**src/design/mt8_map.svh**
```systemverilog
/*
 * constants of the 8-bit modulo timer: register offsets, field positions,
 * reset values and prescaler limits.
 * assumes inclusion by bare name from design files; holds definitions only.
 */
`ifndef MT8_MAP_SVH
`define MT8_MAP_SVH

// ----------------------------------------------------------------------
// register offsets on the 4-bit register port
// ----------------------------------------------------------------------
`define MT8_OFS_STATUS   4'h0
`define MT8_OFS_CLOCK    4'h1
`define MT8_OFS_COUNT    4'h2
`define MT8_OFS_LIMIT    4'h3

// ----------------------------------------------------------------------
// field positions
// ----------------------------------------------------------------------
`define MT8_SC_FLAG      7
`define MT8_SC_IRQEN     6
`define MT8_SC_CLEAR     5
`define MT8_SC_HALT      4
`define MT8_CK_SRC_HI    5
`define MT8_CK_SRC_LO    4
`define MT8_CK_PS_HI     3
`define MT8_CK_PS_LO     0

// ----------------------------------------------------------------------
// reset values and limits
// ----------------------------------------------------------------------
`define MT8_HALT_RST     1'b1
`define MT8_IRQEN_RST    1'b0
`define MT8_FLAG_RST     1'b0
`define MT8_PS_RST       4'h0
`define MT8_COUNT_RST    8'h00
`define MT8_LIMIT_RST    8'h00
`define MT8_LIMIT_FREE   8'h00
`define MT8_FREE_TOP     8'hff
`define MT8_DIV_RST      8'h00
`define MT8_PS_MAX       4'h8
`define MT8_RDATA_RST    8'h00
`define MT8_SYNC_RST     3'h0

`endif

```
**src/design/mt8_pkg.sv**
```systemverilog
/*
 * types of the 8-bit modulo timer.
 * assumes nothing of its surroundings.
 */
package mt8_pkg;

    // clock source codes of the clock configuration register
    typedef enum logic [1:0] {
        mt8_src_bus   = 2'h0,
        mt8_src_fixed = 2'h1,
        mt8_src_fall  = 2'h2,
        mt8_src_rise  = 2'h3
    } mt8_src_e;

endpackage : mt8_pkg

```
**src/design/mt8_tick_if.sv**
```systemverilog
/*
 * tick carrier between the timer core and its prescaler.
 * assumes both ends run on the one bus clock.
 */
`timescale 1ns/100ps
`default_nettype none

interface mt8_tick_if;
    logic       src_tick;   // one tick of the selected source
    logic       clear;      // restart of the divider
    logic [3:0] prescale;   // tap select
    logic       out_tick;   // divided tick

    modport core (output src_tick, output clear, output prescale, input out_tick);
    modport pre  (input src_tick, input clear, input prescale, output out_tick);
endinterface : mt8_tick_if

`default_nettype wire

```
**src/design/mt8_prescaler.sv**
```systemverilog
/*
 * nine-tap prescaler: divides source ticks by 1 to 256.
 * assumes src_tick is a one-cycle pulse on the bus clock.
 */
`timescale 1ns/100ps
`default_nettype none

`include "mt8_map.svh"

module mt8_prescaler
    import mt8_pkg::*;
(
    // clock and reset
    input  wire logic  clock_i,
    input  wire logic  nrst_i,
    // tick carrier
    mt8_tick_if.pre    tick
);

    logic [7:0] div_reg;
    logic [3:0] tap;
    logic [7:0] mask;

    // codes above the last tap fall back to divide by 256
    always_comb begin
        tap  = (tick.prescale > `MT8_PS_MAX) ? `MT8_PS_MAX : tick.prescale;
        mask = 8'((9'h001 << tap) - 9'h001);
    end

    // a tick passes when all selected low divider bits are ones
    assign tick.out_tick = tick.src_tick && (&(div_reg | ~mask));

    // divider restarts with the count so the first tick is a full period
    always_ff @(posedge clock_i or negedge nrst_i) begin
        if (!nrst_i) begin
            div_reg <= `MT8_DIV_RST;
        end else if (tick.clear) begin
            div_reg <= `MT8_DIV_RST;
        end else if (tick.src_tick) begin
            div_reg <= div_reg + 8'h01;
        end
    end

endmodule : mt8_prescaler

`default_nettype wire

```
**src/design/mt8_top.sv**
```systemverilog
/*
 * 8-bit modulo timer: register port, source select, counter, overflow flag.
 * assumes a single-cycle strobe register master on the bus clock; the two
 * external clock inputs are asynchronous and run below a quarter of it.
 */
// Summary of operation
// source field picks bus, fixed, pin fall, rise
// source change keeps the running count
// prescale codes divide 1 to 256, above clamp
// prescale change keeps the running count
// clock config bits 7:6 read zero
// reset: halted, zero count, zero limit, defaults
// count reads current value, writes ignored
// zero limit means free-running full wrap
// limit write zeroes count and clears flag
// count increments per tick, wraps after limit
// flag sets on limit to zero transition
// flag clears after read-while-set then write zero
// overflow between read and write keeps flag
// clear command also clears flag at once
// irq request equals flag and enable
// software clears flag before enabling irq
// software starts free-running by clearing halt
// halt freezes count, reset sets halt
// clear command zeroes count, reads zero
// pin synchronised, kept below quarter bus rate
// debug mode suspends counting, then resumes
// selected pin edge gives one-cycle tick
// divider restarts with count on restarts
`timescale 1ns/100ps
`default_nettype none

`include "mt8_map.svh"

module mt8_top
    import mt8_pkg::*;
(
    // clock and reset
    input  wire logic       clock_i,
    input  wire logic       nrst_i,
    // register port
    input  wire logic [3:0] addr_i,
    input  wire logic [7:0] wdata_i,
    input  wire logic       wr_i,
    input  wire logic       rd_i,
    output logic      [7:0] rdata_o,
    // clock inputs from outside the bus clock domain
    input  wire logic       fixed_freq_clock_i,
    input  wire logic       external_timer_clock_pin_i,
    // processor in active background debug
    input  wire logic       debug_halt_i,
    // overflow interrupt request
    output logic            overflow_irq_o
);

    // ------------------------------------------------------------------
    // register state
    // ------------------------------------------------------------------
    logic       counter_halt_reg;
    logic       overflow_irq_enable_reg;
    logic       overflow_flag_reg;
    logic       clear_armed_reg;
    mt8_src_e   clock_source_select_reg;
    logic [3:0] prescale_select_reg;
    logic [7:0] count_value_reg;
    logic [7:0] wrap_limit_reg;
    logic [7:0] rdata_reg;

    // ------------------------------------------------------------------
    // decode
    // ------------------------------------------------------------------
    logic wr_status;
    logic wr_clock;
    logic wr_limit;
    logic rd_status;
    logic restart;
    logic running;
    logic tick_run;
    logic ovf_evt;
    logic [7:0] top_value;

    // write strobes for status, clock and limit, a read strobe for status; unmapped offsets do nothing
    always_comb begin
        wr_status = 1'b0;
        wr_clock  = 1'b0;
        wr_limit  = 1'b0;
        rd_status = rd_i && (addr_i == `MT8_OFS_STATUS);
        if (wr_i && addr_i == `MT8_OFS_STATUS) begin
            wr_status = 1'b1;
        end else if (wr_i && addr_i == `MT8_OFS_CLOCK) begin
            wr_clock = 1'b1;
        end else if (wr_i && addr_i == `MT8_OFS_LIMIT) begin
            wr_limit = 1'b1;
        end
    end

    // restart by clear command or limit write
    assign restart = wr_limit || (wr_status && wdata_i[`MT8_SC_CLEAR]);

    // ------------------------------------------------------------------
    // synchronisers and edge detect
    // ------------------------------------------------------------------
    logic [2:0] pin_sync_reg;
    logic [2:0] fix_sync_reg;
    logic       pin_rise;
    logic       pin_fall;
    logic       fix_rise;

    // two flops before use, a third only for edge compare
    always_ff @(posedge clock_i or negedge nrst_i) begin
        if (!nrst_i) begin
            pin_sync_reg <= `MT8_SYNC_RST;
            fix_sync_reg <= `MT8_SYNC_RST;
        end else begin
            pin_sync_reg <= {pin_sync_reg[1:0], external_timer_clock_pin_i};
            fix_sync_reg <= {fix_sync_reg[1:0], fixed_freq_clock_i};
        end
    end

    // one-cycle pulse per qualifying edge
    assign pin_rise = pin_sync_reg[1] && !pin_sync_reg[2];
    assign pin_fall = !pin_sync_reg[1] && pin_sync_reg[2];
    assign fix_rise = fix_sync_reg[1] && !fix_sync_reg[2];

    // ------------------------------------------------------------------
    // source select and prescaler
    // ------------------------------------------------------------------
    mt8_tick_if tick_bus ();
    logic src_tick;

    // source mux; the count is untouched by a change
    always_comb begin
        case (clock_source_select_reg)
            mt8_src_bus:   src_tick = 1'b1;
            mt8_src_fixed: src_tick = fix_rise;
            mt8_src_fall:  src_tick = pin_fall;
            mt8_src_rise:  src_tick = pin_rise;
            default:       src_tick = 1'b1;
        endcase
    end

    // halt and debug also freeze the divider, so no tick is half spent
    assign running           = !counter_halt_reg && !debug_halt_i;
    assign tick_bus.src_tick = src_tick && running;
    assign tick_bus.clear    = restart;
    assign tick_bus.prescale = prescale_select_reg;

    mt8_prescaler u_prescaler (
        .clock_i (clock_i),
        .nrst_i  (nrst_i),
        .tick    (tick_bus)
    );

    assign tick_run = tick_bus.out_tick;

    // ------------------------------------------------------------------
    // counter
    // ------------------------------------------------------------------
    // a zero limit wraps at the full range
    assign top_value = (wrap_limit_reg == `MT8_LIMIT_FREE) ? `MT8_FREE_TOP
                                                           : wrap_limit_reg;
    // a restart in the same cycle wins, so no overflow then
    assign ovf_evt   = tick_run && !restart && (count_value_reg == top_value);

    always_ff @(posedge clock_i or negedge nrst_i) begin
        if (!nrst_i) begin
            count_value_reg <= `MT8_COUNT_RST;
        end else if (restart) begin
            count_value_reg <= `MT8_COUNT_RST;
        end else if (ovf_evt) begin
            count_value_reg <= `MT8_COUNT_RST;
        end else if (tick_run) begin
            count_value_reg <= count_value_reg + 8'h01;
        end
    end

    // ------------------------------------------------------------------
    // control registers
    // ------------------------------------------------------------------
    // halt, irq enable; clear command is write-only and not stored
    always_ff @(posedge clock_i or negedge nrst_i) begin
        if (!nrst_i) begin
            counter_halt_reg        <= `MT8_HALT_RST;
            overflow_irq_enable_reg <= `MT8_IRQEN_RST;
        end else if (wr_status) begin
            counter_halt_reg        <= wdata_i[`MT8_SC_HALT];
            overflow_irq_enable_reg <= wdata_i[`MT8_SC_IRQEN];
        end
    end

    // clock configuration; bits 7:6 are not stored
    always_ff @(posedge clock_i or negedge nrst_i) begin
        if (!nrst_i) begin
            clock_source_select_reg <= mt8_src_bus;
            prescale_select_reg     <= `MT8_PS_RST;
        end else if (wr_clock) begin
            clock_source_select_reg <= mt8_src_e'(wdata_i[`MT8_CK_SRC_HI:`MT8_CK_SRC_LO]);
            prescale_select_reg     <= wdata_i[`MT8_CK_PS_HI:`MT8_CK_PS_LO];
        end
    end

    // limit; count register has no write path at all
    always_ff @(posedge clock_i or negedge nrst_i) begin
        if (!nrst_i) begin
            wrap_limit_reg <= `MT8_LIMIT_RST;
        end else if (wr_limit) begin
            wrap_limit_reg <= wdata_i;
        end
    end

    // ------------------------------------------------------------------
    // overflow flag with two-step clear
    // ------------------------------------------------------------------
    // arming: a status read while the flag is set; any overflow or
    // status write disarms, so a second overflow is never lost
    always_ff @(posedge clock_i or negedge nrst_i) begin
        if (!nrst_i) begin
            clear_armed_reg <= 1'b0;
        end else if (ovf_evt || wr_status || wr_limit) begin
            clear_armed_reg <= 1'b0;
        end else if (rd_status && overflow_flag_reg) begin
            clear_armed_reg <= 1'b1;
        end
    end

    // set wins over the two-step clear; a restart in the same cycle blocks the set and clears
    always_ff @(posedge clock_i or negedge nrst_i) begin
        if (!nrst_i) begin
            overflow_flag_reg <= `MT8_FLAG_RST;
        end else if (ovf_evt) begin
            overflow_flag_reg <= 1'b1;
        end else if (restart) begin
            overflow_flag_reg <= 1'b0;
        end else if (wr_status && clear_armed_reg && !wdata_i[`MT8_SC_FLAG]) begin
            overflow_flag_reg <= 1'b0;
        end
    end

    // software must clear the flag before enabling, else irq fires at once
    assign overflow_irq_o = overflow_flag_reg && overflow_irq_enable_reg;

    // ------------------------------------------------------------------
    // read data, one cycle after the read strobe
    // ------------------------------------------------------------------
    always_ff @(posedge clock_i or negedge nrst_i) begin
        if (!nrst_i) begin
            rdata_reg <= `MT8_RDATA_RST;
        end else if (!rd_i) begin
            rdata_reg <= `MT8_RDATA_RST;
        end else if (addr_i == `MT8_OFS_STATUS) begin
            // clear command reads zero
            rdata_reg <= {overflow_flag_reg, overflow_irq_enable_reg, 1'b0,
                          counter_halt_reg, 4'h0};
        end else if (addr_i == `MT8_OFS_CLOCK) begin
            rdata_reg <= {2'b00, clock_source_select_reg, prescale_select_reg};
        end else if (addr_i == `MT8_OFS_COUNT) begin
            rdata_reg <= count_value_reg;
        end else if (addr_i == `MT8_OFS_LIMIT) begin
            rdata_reg <= wrap_limit_reg;
        end else begin
            rdata_reg <= `MT8_RDATA_RST;
        end
    end

    assign rdata_o = rdata_reg;
endmodule : mt8_top

`default_nettype wire

```
**config.mk**
```make
export PLATFORM = sky130hd
export DESIGN_NAME = mt8_top
export DESIGN_NICKNAME = d
export VERILOG_FILES = /design/src/design/mt8_pkg.sv /design/src/design/mt8_tick_if.sv /design/src/design/mt8_prescaler.sv /design/src/design/mt8_top.sv
export VERILOG_INCLUDE_DIRS = /design/src /design/src/design
export SDC_FILE = /design/constraint.sdc
export NUM_CORES = 1
export LEC_CHECK = 0
export BUFFER_PORTS_ARGS = -buffer_cell sky130_fd_sc_hd__buf_4
export CAP_MARGIN = 10
export CORE_MARGIN = 2
export CORE_UTILIZATION = 35
export CTS_BUF_LIST = sky130_fd_sc_hd__clkbuf_2
export DETAILED_ROUTE_END_ITERATION = 10
export PLACE_DENSITY = 0.57
export SETUP_SLACK_MARGIN = 0.05
export SLEW_MARGIN = 20
export SYNTH_ARGS = -nofsm -noshare
export SYNTH_HDL_FRONTEND = slang
export SYNTH_SLANG_ARGS = --single-unit
```
**constraint.sdc**
```tcl
create_clock -name clock_i -period 4.9 [get_ports clock_i]
set_input_delay 1.47 -clock clock_i [delete_from_list [all_inputs] [get_ports clock_i]]
set_output_delay 1.47 -clock clock_i [all_outputs]
set_load 0.1 [all_outputs]
```
# [Yosys cells after proc, flatten, opt, wreduce, memory -nomap -nowiden]
# Index checks and enable logic that the tools add are counted.
[word_totals] wordCells=85 out_inout_bits=9 ff_bits=48
[op_classes] addsub=3 bitwise=2 shift=1 muxes=24 eq_ne=7 magnitude_cmp=1 n_reduce_logical=35
[op_table] cell="$mux 8" n=11
[op_table] cell="$logic_and 1x1->1" n=17
[op_table] cell="$add 8x1->8 const B" n=2
[op_table] cell="$mux 1" n=11
[op_table] cell="$eq 4x2->1 const B" n=2
[op_table] cell="$eq 8x8->1" n=1
[op_table] cell="$logic_not 8->1" n=1
[op_table] cell="$not 8->8" n=1
[op_table] cell="$or 8x8->8" n=1
[op_table] cell="$reduce_and 8->1" n=1
[op_table] cell="$shl 1x4->8 const A" n=1
[op_table] cell="$sub 8x1->8 const B" n=1
[op_table] cell="$logic_not 1->1" n=7
[op_table] cell="$reduce_bool 3->1" n=2
[op_table] cell="$eq 2x2->1 const B" n=2
[op_table] cell="$eq 4x1->1 const B" n=1
[op_table] cell="$gt 4x4->1 const B" n=1
[op_table] cell="$logic_not 4->1" n=1
[op_table] cell="$mux 4" n=1
[op_table] cell="$pmux 1 s4" n=1
[op_table] cell="$reduce_bool 2->1" n=2
[op_table] cell="$logic_or 1x1->1" n=3
[op_table] cell="$eq 2x1->1 const B" n=1
[op_table] cell="$logic_not 2->1" n=1

# [Depth between registers and ports, before layout]
# Gate-level depths: netlist of run 1.
[depth] ltp_word=13 ltp_mapped=10

# [Hierarchy]
# A second synthesis of run 1 with hierarchy kept.
[unflattened] cells_unflattened=238 hier_area_um2=2558.7
[modules_own_cells] module="mt8_top" cells_per_inst=181 seq_area_each_um2=1002.2 n_inst=1 area_each_um2=2018.2
[modules_own_cells] module="mt8_prescaler" cells_per_inst=57 seq_area_each_um2=200.2 n_inst=1 area_each_um2=540.5

# [Worst setup path before layout of run 1]
# No wires, ideal clock.
[synth_path] path_type="input -> register" start="input port debug_halt_i" end="register count_value_reg[1]" setup_time_ns=0.078 arrival_time_ns=2.831 n_path_buf=1 setup_slack_ns=1.990 stages=6 path_cell_list="nor2_1 o31ai_1 clkbuf_1 nor4_1 o211ai_1 a21oi_1"
[synth_via] elab_chain_len=8 word_cells_on_any_way=9
[synth_lines] element="from (decl)" line_no="mt8_top.sv:51" source="input wire logic debug_halt_i,"
[synth_lines] element="$logic_not 1->1 *" line_no="mt8_top.sv:143" source="assign running = !counter_halt_reg && !debug_halt_i;"
[synth_lines] element="$logic_and 1x1->1 *" line_no="mt8_top.sv:143"
[synth_lines] element="$logic_and 1x1->1 *" line_no="mt8_top.sv:144" source="assign tick_bus.src_tick = src_tick && running;"
[synth_lines] element="$logic_and 1x1->1 *" line_no="mt8_prescaler.sv:31" source="assign tick.out_tick = tick.src_tick && (&(div_reg | ~mask));"
[synth_lines] element="$logic_and 1x1->1 (2 in a row)" line_no="mt8_top.sv:163" source="assign ovf_evt = tick_run && !restart && (count_value_reg == top_value);"
[synth_lines] element="$mux 8" line_no="mt8_top.sv:170" source="end else if (ovf_evt) begin"
[synth_lines] element="$mux 8" line_no="mt8_top.sv:168" source="end else if (restart) begin"
[synth_lines] element="to (signal assigned)" line_no="mt8_top.sv:167" source="count_value_reg <= `MT8_COUNT_RST;"
[synth_lines] element="to (signal assigned)" line_no="mt8_top.sv:169" source="count_value_reg <= `MT8_COUNT_RST;"
[synth_lines] element="to (signal assigned)" line_no="mt8_top.sv:171" source="count_value_reg <= `MT8_COUNT_RST;"
[synth_lines] element="to (decl)" line_no="mt8_top.sv:65" source="logic [7:0] count_value_reg;"
# Every way passes the cells marked *; elsewhere a longest branch is shown, timed or not.
# A chain may end at the register's enable or synchronous reset.

# [Worst setup path after layout of run 1]
[layout_path] start="register prescale_select_reg[0]" end="register clear_armed_reg"
[layout_via] elab_chain_len=13 word_cells_on_any_way=14
[layout_lines] element="from (decl)" line_no="mt8_top.sv:64" source="logic [3:0] prescale_select_reg;"
[layout_lines] element="from (signal assigned)" line_no="mt8_top.sv:195" source="prescale_select_reg <= `MT8_PS_RST;"
[layout_lines] element="from (signal assigned)" line_no="mt8_top.sv:198" source="prescale_select_reg <= wdata_i[`MT8_CK_PS_HI:`MT8_CK_PS_LO];"
[layout_lines] element="$gt 4x4->1 (no line)"
[layout_lines] element="$mux 4 *" line_no="mt8_prescaler.sv:26" source="tap = (tick.prescale > `MT8_PS_MAX) ? `MT8_PS_MAX : tick.prescale;"
[layout_lines] element="$shl 1x4->8 *" line_no="mt8_prescaler.sv:27" source="mask = 8'((9'h001 << tap) - 9'h001);"
[layout_lines] element="$sub 8x1->8 *" line_no="mt8_prescaler.sv:27"
[layout_lines] element="$not 8->8 *" line_no="mt8_prescaler.sv:31"
[layout_lines] element="$or 8x8->8 *" line_no="mt8_prescaler.sv:31"
[layout_lines] element="$reduce_and 8->1 *" line_no="mt8_prescaler.sv:31"
[layout_lines] element="$logic_and 1x1->1 *" line_no="mt8_prescaler.sv:31"
[layout_lines] element="$logic_and 1x1->1 * (2 in a row)" line_no="mt8_top.sv:163"
[layout_lines] element="$logic_or 1x1->1 * (2 in a row)" line_no="mt8_top.sv:219" source="end else if (ovf_evt || wr_status || wr_limit) begin"
[layout_lines] element="$mux 1 or $reduce_bool 2->1 (tied branches)"
[layout_lines] element="to (signal assigned)" line_no="mt8_top.sv:218" source="clear_armed_reg <= 1'b0;"
[layout_lines] element="to (signal assigned)" line_no="mt8_top.sv:220" source="clear_armed_reg <= 1'b0;"
[layout_lines] element="to (signal assigned)" line_no="mt8_top.sv:222" source="clear_armed_reg <= 1'b1;"
[layout_lines] element="to (decl)" line_no="mt8_top.sv:62" source="logic clear_armed_reg;"
# Marked as above.

==> flow_summary.toml, run 1 <==
[global_route]
grt_pass1_vias = 1929
overflow = 0
grt_max_degree = 49
grt_usage_pct = 14.8
antenna_found_initial = 0
grt_pass1_wl_um = 9770

[synth]
ys_types = 52
ys_ff_latch = 48
synthCells = 247
syn_area_mm2 = 0.00257
synthArstFlopShare_pct = 100
syn_avg_cell_area_um2 = 10.4
ys_seq_area_share_pct = 46.7
syn_nets = 269
synth_top_flop_cell = "dfrtp_1"
synth-edff-count = 0
yosys_warnings = 0

[timing]
rsz0062_at_grt = "false"
finClkSkew_ps = 8.15
hold_viol = 0
setup_tns_ps = 0
finalCritPeriodShare_pct = 62.1
finalSetupViolCount = 0
slew-limit-headroom_pct = 45.7
hold_slack_ps = 384
tightest_slew_ps = 808
slew_viol_final = 0
max_freq_ghz = 0.328
final.min_clock_period_ps = 3040

[worst_setup_path]
critPathCaptureType = "flop"
start_kind = "flop"
cp_max_fo = 8
worstPathArrival_ps = 3380
cp_common_cell = "or4_4"
slowest_stage = "or4_4"
cp.required_ps = 5240
path_class = "flop to flop"
r2r_cells = 8
crit_chain = "or4_4 > ha_1 > nor2b_1 > o21ai_0 > o2111ai_2 > or4_4 > or3_1 > and4_1"
max_stage_delay_ps = 580

[final_layout]
n_fill_cell = 713
postLayoutCellArea_mm2 = 0.00293
layout-drive-gt1-share_pct = 24.2
syn2layout_area_growth_pct = 14.0
layout.cells.most_common_list = "47 x dfrtp_1, 31 x nor2_1, 28 x buf_4"
mostFrequentLayoutCell = "dfrtp_1"
antennaDiodeCount = 0
fin_nets = 294
finalNonFillerCells = 372

[pwr]
total_power_mw = 1.08
power_density_mw_per_mm2 = 368
ir_worst_vdd_mv = 0.159
leakagePower_nw = 1.27

[floorplan]
core_area_mm2 = 0.00718
start_util_pct = 35.9
die_w_um = 89.8
die_h_um = 89.8
die_area_mm2 = 0.00806
pin_count = 28
rows = 31

[detailed_routing]
drt_iter0_markers = 124
vias_per_cell = 5.39
drt_wl_total_um = 5790
wl_per_cell_um = 15.6
drt_pass1_iterations = 4
postRouteAntennaNets = 0
drc_errors = 0
vias = 2004

[place]
portBuffers = 27
gp_congestion = 0.860
dpl.hpwl_um = 4300
place_inst = 364
post_dp_cell_area_mm2 = 0.00287

[clock_network]
post_cts_resized = 0
clkSinkCount = 48
post_cts_buffers = 0
root_buffer = "clkbuf_2"
hold_buffers = 0
cts_buffer_depth = 2
cts_tree = "done"
h-tree-depth = 2
clock_latency_ps = 410
numCtsBuffers = 5
cts.clk_slew.worst_paths_ps = 240

[run_status]
status = "finished, final reports clean"

[run]
drv_cap = 0

[min_path]
hold_depth = 0
hp-class = "flop to flop"
## path summary, 6_finish.rpt
check | start | endpoint | slack (ps)
max in group asynchronous | nrst_i | count_value_reg[2] | 3470
min in group asynchronous | nrst_i | count_value_reg[3] | 1020
worst max register to register | prescale_select_reg[0] | clear_armed_reg | 1860
worst max-delay path | prescale_select_reg[0] | clear_armed_reg | 1860
worst min register to register | fix_sync_reg[0] | fix_sync_reg[1] | 380
worst min-delay path | fix_sync_reg[0] | fix_sync_reg[1] | 380
## stage by stage
step	setup WS, ps	utilization, %
after floorplan	1990	-
final	1860	40.9
after global routing	1720	40.9
after global placement	1440	39.9
after detailed placement	1520	40.0
after CTS	1850	40.9
## logic make-up (layout without fill, tap and decap cells)
family | after synthesis | after routing | share of synthesized area (%)
simple gates | 91 | 91 | 18.6
compound gates | 50 | 50 | 15.2
mux | 25 | 25 | 11.2
buf+inv | 19 | 45 | 3.06
fa+ha+maj | 3 | 3 | 1.46
xor+xnor | 11 | 11 | 3.74
flops | 48 | 48 | 46.7
## cells in the mapped netlist, drive strengths merged, types with 5 or more instances
library cell | instances | area, um^2
inv | 9 | 33.8
o221ai | 5 | 43.8
nand2b | 5 | 33.8
or3 | 5 | 31.3
nand3 | 5 | 25.0
a22oi | 7 | 52.6
a21oi | 8 | 40.0
nor2 | 31 | 116
mux2 | 21 | 236
o21ai | 6 | 30.0
xnor2 | 10 | 87.6
nand2 | 16 | 60.1
nor4 | 7 | 43.8
clkbuf | 8 | 30.0
dfrtp | 47 | 1180
o2111ai | 6 | 58.8
## area by class of cell
type                       count  area, um^2  area share [%]
clock inverter                 2        35.0            1.19
timing repair buffer          28         210            7.16
inverter                       9        33.8            1.15
clock buffer                   6        30.0            1.02
tap                           99         124            4.22
multi-input combinational    180        1300            44.3
sequential                    48        1200            41.0
## power breakdown
part,internal (mW),leakage (nW),switching (mW),total (mW)
logic,0.146,0.643,0.158,0.304
clock network,0.0877,0.0430,0.127,0.214
registers,0.460,0.587,0.103,0.562
total,0.693,1.27,0.387,1.08
## metal layers
metal  wire length [um]  global-route usage (%)  up-vias
met5                  0                       0        -
met1               2710                    20.7     1000
met4                 17                    2.31        0
li1                   -                       -      963
met2               2870                    24.6       38
met3                187                    2.60        3
## critical path, delay by kind of cell, from the launching register on
kind,cells,cell delay [ps]
fa+ha+maj,1,260
simple gates,5,1920
flops,1,520
compound gates,2,260
Power figures use the tool's default switching activity.
==> inputs of run 2 (changes only) <==
- clock period: 4.9 -> 2.9 ns (I/O delays scaled with it)
==> run 2 against run 1 <==
Effect of this change: worst setup slack worse by 1700 ps; critical path depth stayed put; sequential share of layout area is 1.4 points lower; clock skew is 24 ps higher; cell count is 3.0% higher; utilization is 1.4 points higher; clock-buffer cell count is 1 lower; clock power is 76% higher; non-clock buffer count is 11 higher; largest cell class unchanged; critical endpoint unchanged; die area stayed put; highest routed layer unchanged; flip-flop and latch count stayed put.
==> flow_summary.toml, run 2 (same netlist as run 1, synthesis figures left out) <==
[run_status]
status = "finished, final reports clean"

[clock_network]
hold_buffers = 0
post_cts_buffers = 0
clkSinkCount = 48
cts.clk_slew.worst_paths_ps = 270
cts_buffer_depth = 2
root_buffer = "clkbuf_2"
clock_latency_ps = 440
cts_tree = "done"
numCtsBuffers = 5
h-tree-depth = 2

[run]
drv_cap = 0

[final_layout]
antennaDiodeCount = 0
syn2layout_area_growth_pct = 17.9
mostFrequentLayoutCell = "dfrtp_1"
finalNonFillerCells = 383
fin_nets = 305
layout-drive-gt1-share_pct = 27.5
n_fill_cell = 717
utilization_pct = 42.3
layout.cells.most_common_list = "47 x dfrtp_1, 39 x buf_4, 31 x nor2_1"

[worst_setup_path]
cp.required_ps = 3260
cpLargestDelayFamily = "simple AND/OR/NAND/NOR gates"
worstPathArrival_ps = 3110
path_buf_inv = 0
cp_max_fo = 4
start_kind = "flop"
crit_chain = "or4_4 > ha_4 > nor2b_1 > o21ai_0 > o2111ai_2 > or4_4 > or3_4 > and4_1"
path_class = "flop to flop"
cp_common_cell = "or4_4"
max_stage_delay_ps = 570
slowest_stage = "or4_4"
critPathCaptureType = "flop"

[timing]
hold_viol = 0
finalCritPeriodShare_pct = 94.9
slew-limit-headroom_pct = 59.1
rsz0062_at_grt = "false"
hold_slack_ps = 387
tightest_slew_ps = 614
final.min_clock_period_ps = 2750
setup_tns_ps = 0
max_freq_ghz = 0.363
slew_viol_final = 0
finClkSkew_ps = 32.4
finalSetupViolCount = 0

[global_route]
antenna_found_initial = 0
grt_usage_pct = 14.8
grt_max_degree = 49
grt_pass1_vias = 1959
grt_pass1_wl_um = 9830
overflow = 0

[floorplan]
die_area_mm2 = 0.00806
pin_count = 28
start_util_pct = 35.9
die_w_um = 89.8
rows = 31
core_area_mm2 = 0.00718
die_h_um = 89.8

[detailed_routing]
vias = 2016
drc_errors = 0
vias_per_cell = 5.26
postRouteAntennaNets = 0
drt_pass1_iterations = 4
wl_per_cell_um = 15.2
drt_wl_total_um = 5840
drt_iter0_markers = 87

[pwr]
power.internal_mw = 1.20
swShare_pct = 36.0
pwr-share-seq_pct = 49.0
combinationalPowerShare_pct = 31.0
ir_worst_vdd_mv = 0.335
p_sw_mw = 0.678
total_power_mw = 1.88
leakagePower_nw = 1.33
power_density_mw_per_mm2 = 621
clkPwrFrac_pct = 20.0

[place]
dpl.hpwl_um = 4230
gp_congestion = 0.808
portBuffers = 27
place_inst = 375

[min_path]
hp-class = "flop to flop"
## run 2: cell count changes in the layout (fill, tap and decap cells not counted)
cell and delta:
clkinv_2 -1, buf_4 +11, o21ai_1 -1, o21ai_0 +1, inv_6 +1, ha_4 +1, clkbuf_2 -1, or3_4 +1
or3_1 -1, ha_1 -1, nor4_1 +1, nor4_2 -1, clkinvlp_4 +1
## run 2: cell type report
| type | count | area [um^2] | area share [%] |
|---|---|---|---|
| Multi-Input combinational cell | 180 | 1310 | 43.2 |
| Sequential cell | 48 | 1200 | 39.6 |
| Timing Repair Buffer | 39 | 293 | 9.65 |
| Tap cell | 99 | 124 | 4.08 |
| Clock inverter | 3 | 46.3 | 1.53 |
| Inverter | 9 | 33.8 | 1.11 |
| Clock buffer | 5 | 25.0 | 0.825 |
## run 2: repair_timing
item                       4_1_cts  5_1_grt
pin swaps                        1        0
resized for setup                1        1
setup endpoints to repair        1        1
cloned                           0        0
## run 2: layer usage
layer | GRT usage (%) | vias to the layer above | routed length [um]
met3 | 2.68 | 4 | 182
met2 | 23.2 | 34 | 2700
met5 | 0 | - | 0
met4 | 3.59 | 0 | 39
li1 | - | 988 | -
met1 | 21.3 | 990 | 2910
## run 2: metrics by stage
step                      area, um^2  worst slack [ps]
after global routing            3030              46.5
after floorplan                 2580              86.2
final                           3030               148
after global placement          2950              97.3
after detailed placement        2950              51.2
after CTS                       3020               158
## run 2: worst paths after layout
path | start | endpoint | slack (ps) | depth (start not counted)
min in group asynchronous | nrst_i | wrap_limit_reg[1] | 400 | 1
min | fix_sync_reg[0] | fix_sync_reg[1] | 390 | 0
max | prescale_select_reg[0] | clear_armed_reg | 150 | 8
max in group asynchronous | nrst_i | count_value_reg[4] | 2080 | 1
max reg2reg | prescale_select_reg[0] | clear_armed_reg | 150 | 8
min reg2reg | fix_sync_reg[0] | fix_sync_reg[1] | 390 | 0
## run 2: power by group through the flow
stage / combinational (mW) / clock, mW / sequential (mW)
finish: 0.584 / 0.377 / 0.922
global route: 0.646 / 0.416 / 0.945
CTS: 0.578 / 0.395 / 0.921
detailed placement: 0.574 / 0 / 0.934
global placement: 0.564 / 0 / 0.931
floorplan: 0.409 / 0 / 0.912
==> inputs of run 3 (changes only) <==
- CORE_MARGIN: 2 -> unset
- CORE_UTILIZATION: 35 -> 53
- PLACE_DENSITY: 0.57 -> 0.78
==> run 3 against run 2 <==
Effect of this change: via count rose by 1.7%; utilization rose by 24 points; combinational power fell by 1%; maximum frequency rose by 0.45%; cell area fell by 1.6%; clock-buffer cell count did not move; first-iteration DRC count rose by 70%; clock skew fell by 20 ps.
==> flow_summary.toml, run 3 (same netlist as run 1, synthesis figures left out) <==
[detailed_routing]
wl_per_cell_um = 16.4
drt-met1-wl_um = 2570
vias = 2051
postRouteAntennaNets = 0
wl_met3_um = 194
vias_per_cell = 6.12
drt_iter0_markers = 148
drt_wl_total_um = 5480
wl_met2_um = 2660
drc_errors = 0
drt_pass1_iterations = 4
highest_layer = "met4"

[global_route]
grt_max_degree = 49
grt_pass1_wl_um = 9150
antenna_found_initial = 0
grt_usage_pct = 22.9
grt_pass1_vias = 1890
overflow = 0

[timing]
hold_viol = 0
tightest_slew_ps = 592
rsz0062_at_grt = "false"
finalCritPeriodShare_pct = 94.5
max_freq_ghz = 0.365
final.min_clock_period_ps = 2740
slew_viol_final = 0
setup_tns_ps = 0
finalSetupViolCount = 0
finClkSkew_ps = 12.8
slew-limit-headroom_pct = 60.5

[floorplan]
start_util_pct = 57.1
die_h_um = 71.7
die_area_mm2 = 0.00514
pin_count = 28
rows = 24
core_area_mm2 = 0.00450
die_w_um = 71.7

[worst_setup_path]
worst-path-stages = 8
path_buf_inv = 0
cp.required_ps = 3260
cpLargestDelayFamily = "simple AND/OR/NAND/NOR gates"
start_kind = "flop"
worstPathArrival_ps = 3100
crit_chain = "or4_4 > ha_2 > nor2b_1 > o21ai_0 > o2111ai_2 > or4_4 > or3_4 > and4_1"
r2r_end = "clear_armed_reg"
cp_max_fo = 4
reg2reg_from = "prescale_select_reg[0]"
r2r_cells = 8
critPathCaptureType = "flop"
path_class = "flop to flop"
rrSetupSlack_ps = 160
cp_common_cell = "or4_4"
slowest_stage = "or4_4"
critPathLaunch = "prescale_select_reg[0]"
max_stage_delay_ps = 550
endpoint = "clear_armed_reg"

[clock_network]
cts.clk_slew.worst_paths_ps = 250
cts_buffer_depth = 2
root_buffer = "clkbuf_2"
cts_tree = "done"
clock_latency_ps = 430
numCtsBuffers = 5
h-tree-depth = 2
clkSinkCount = 48

[final_layout]
antennaDiodeCount = 0
mostFrequentLayoutCell = "dfrtp_1"
finalNonFillerCells = 335
syn2layout_area_growth_pct = 16.0
fin_nets = 304
layout-drive-gt1-share_pct = 27.6
layout.cells.most_common_list = "47 x dfrtp_1, 38 x buf_4, 31 x nor2_1"

[run_status]
status = "finished, final reports clean"

[place]
dpl.hpwl_um = 3970
gp_congestion = 0.836
place_inst = 326
portBuffers = 27

[pwr]
combinationalPowerShare_pct = 29.5
power.internal_mw = 1.29
leakagePower_nw = 1.33
p_sw_mw = 0.674
clkPwrFrac_pct = 23.4
power_density_mw_per_mm2 = 657
ir_worst_vdd_mv = 0.510
swShare_pct = 34.4
pwr-share-seq_pct = 47.1

[min_path]
hp-class = "flop to flop"
hold_start = "fix_sync_reg[0]"

[run]
drv_cap = 0
==> run 3: area by class of cell <==
| type | instances | area [um^2] |
|---|---|---|
| clock buffer | 5 | 25.0 |
| clock inverter | 3 | 68.8 |
| fill | 350 | 1520 |
| inverter | 9 | 33.8 |
| multi-input combinational | 180 | 1310 |
| sequential | 48 | 1200 |
| tap | 52 | 65.1 |
| timing repair buffer | 38 | 285 |
==> run 3: timing repair <==
action	4_1_cts	5_1_grt
hold buffers	0	0
resized for setup	1	1
setup buffers	1	0
pin swaps	1	0
endpoints found under the setup margin	1	6
==> run 3: metal layers <==
layer	global-route usage, %	up-vias
met2	37.6	54
met4	6.75	0
met1	31.2	1012
met3	3.80	5
met5	0	-
li1	-	980
==> run 3: per-stage QoR <==
step | power [mW] | utilization [%] | hold slack [ps] | area [um^2] | setup slack [ps]
finish | 1.96 | 66.3 | 384 | 2990 | 160
floorplan | 1.32 | - | 331 | 2580 | 86.2
global route | 2.07 | 66.3 | 408 | 2990 | 67.9
CTS | 1.97 | 66.2 | 386 | 2980 | 160
global placement | 1.47 | 63.8 | 336 | 2870 | 125
detailed placement | 1.50 | 63.8 | 335 | 2870 | 58.5
==> run 3: worst reg2reg max path: cells and delay by family (launching register included) <==
kind | cells | cell delay (ps)
and+or+nand+nor | 5 | 1750
DFF | 1 | 440
AOI/OAI and AO/OA | 2 | 270
adders and majority gates | 1 | 230
==> run 3: power groups by stage <==
stage	registers [mW]	clock network [mW]	logic [mW]
after floorplan	0.912	0	0.409
after global placement	0.927	0	0.548
after detailed placement	0.932	0	0.566
after CTS	0.920	0.470	0.576
after global routing	0.941	0.487	0.644
final	0.924	0.460	0.578
==> run 3: worst min-delay path by stage <==
stage	endpoint	depth (start not counted)
after floorplan	fix_sync_reg[1]	0
after global placement	fix_sync_reg[1]	0
after detailed placement	fix_sync_reg[1]	0
after CTS	count_value_reg[0]	1
after global routing	pin_sync_reg[1]	0
final	fix_sync_reg[1]	0
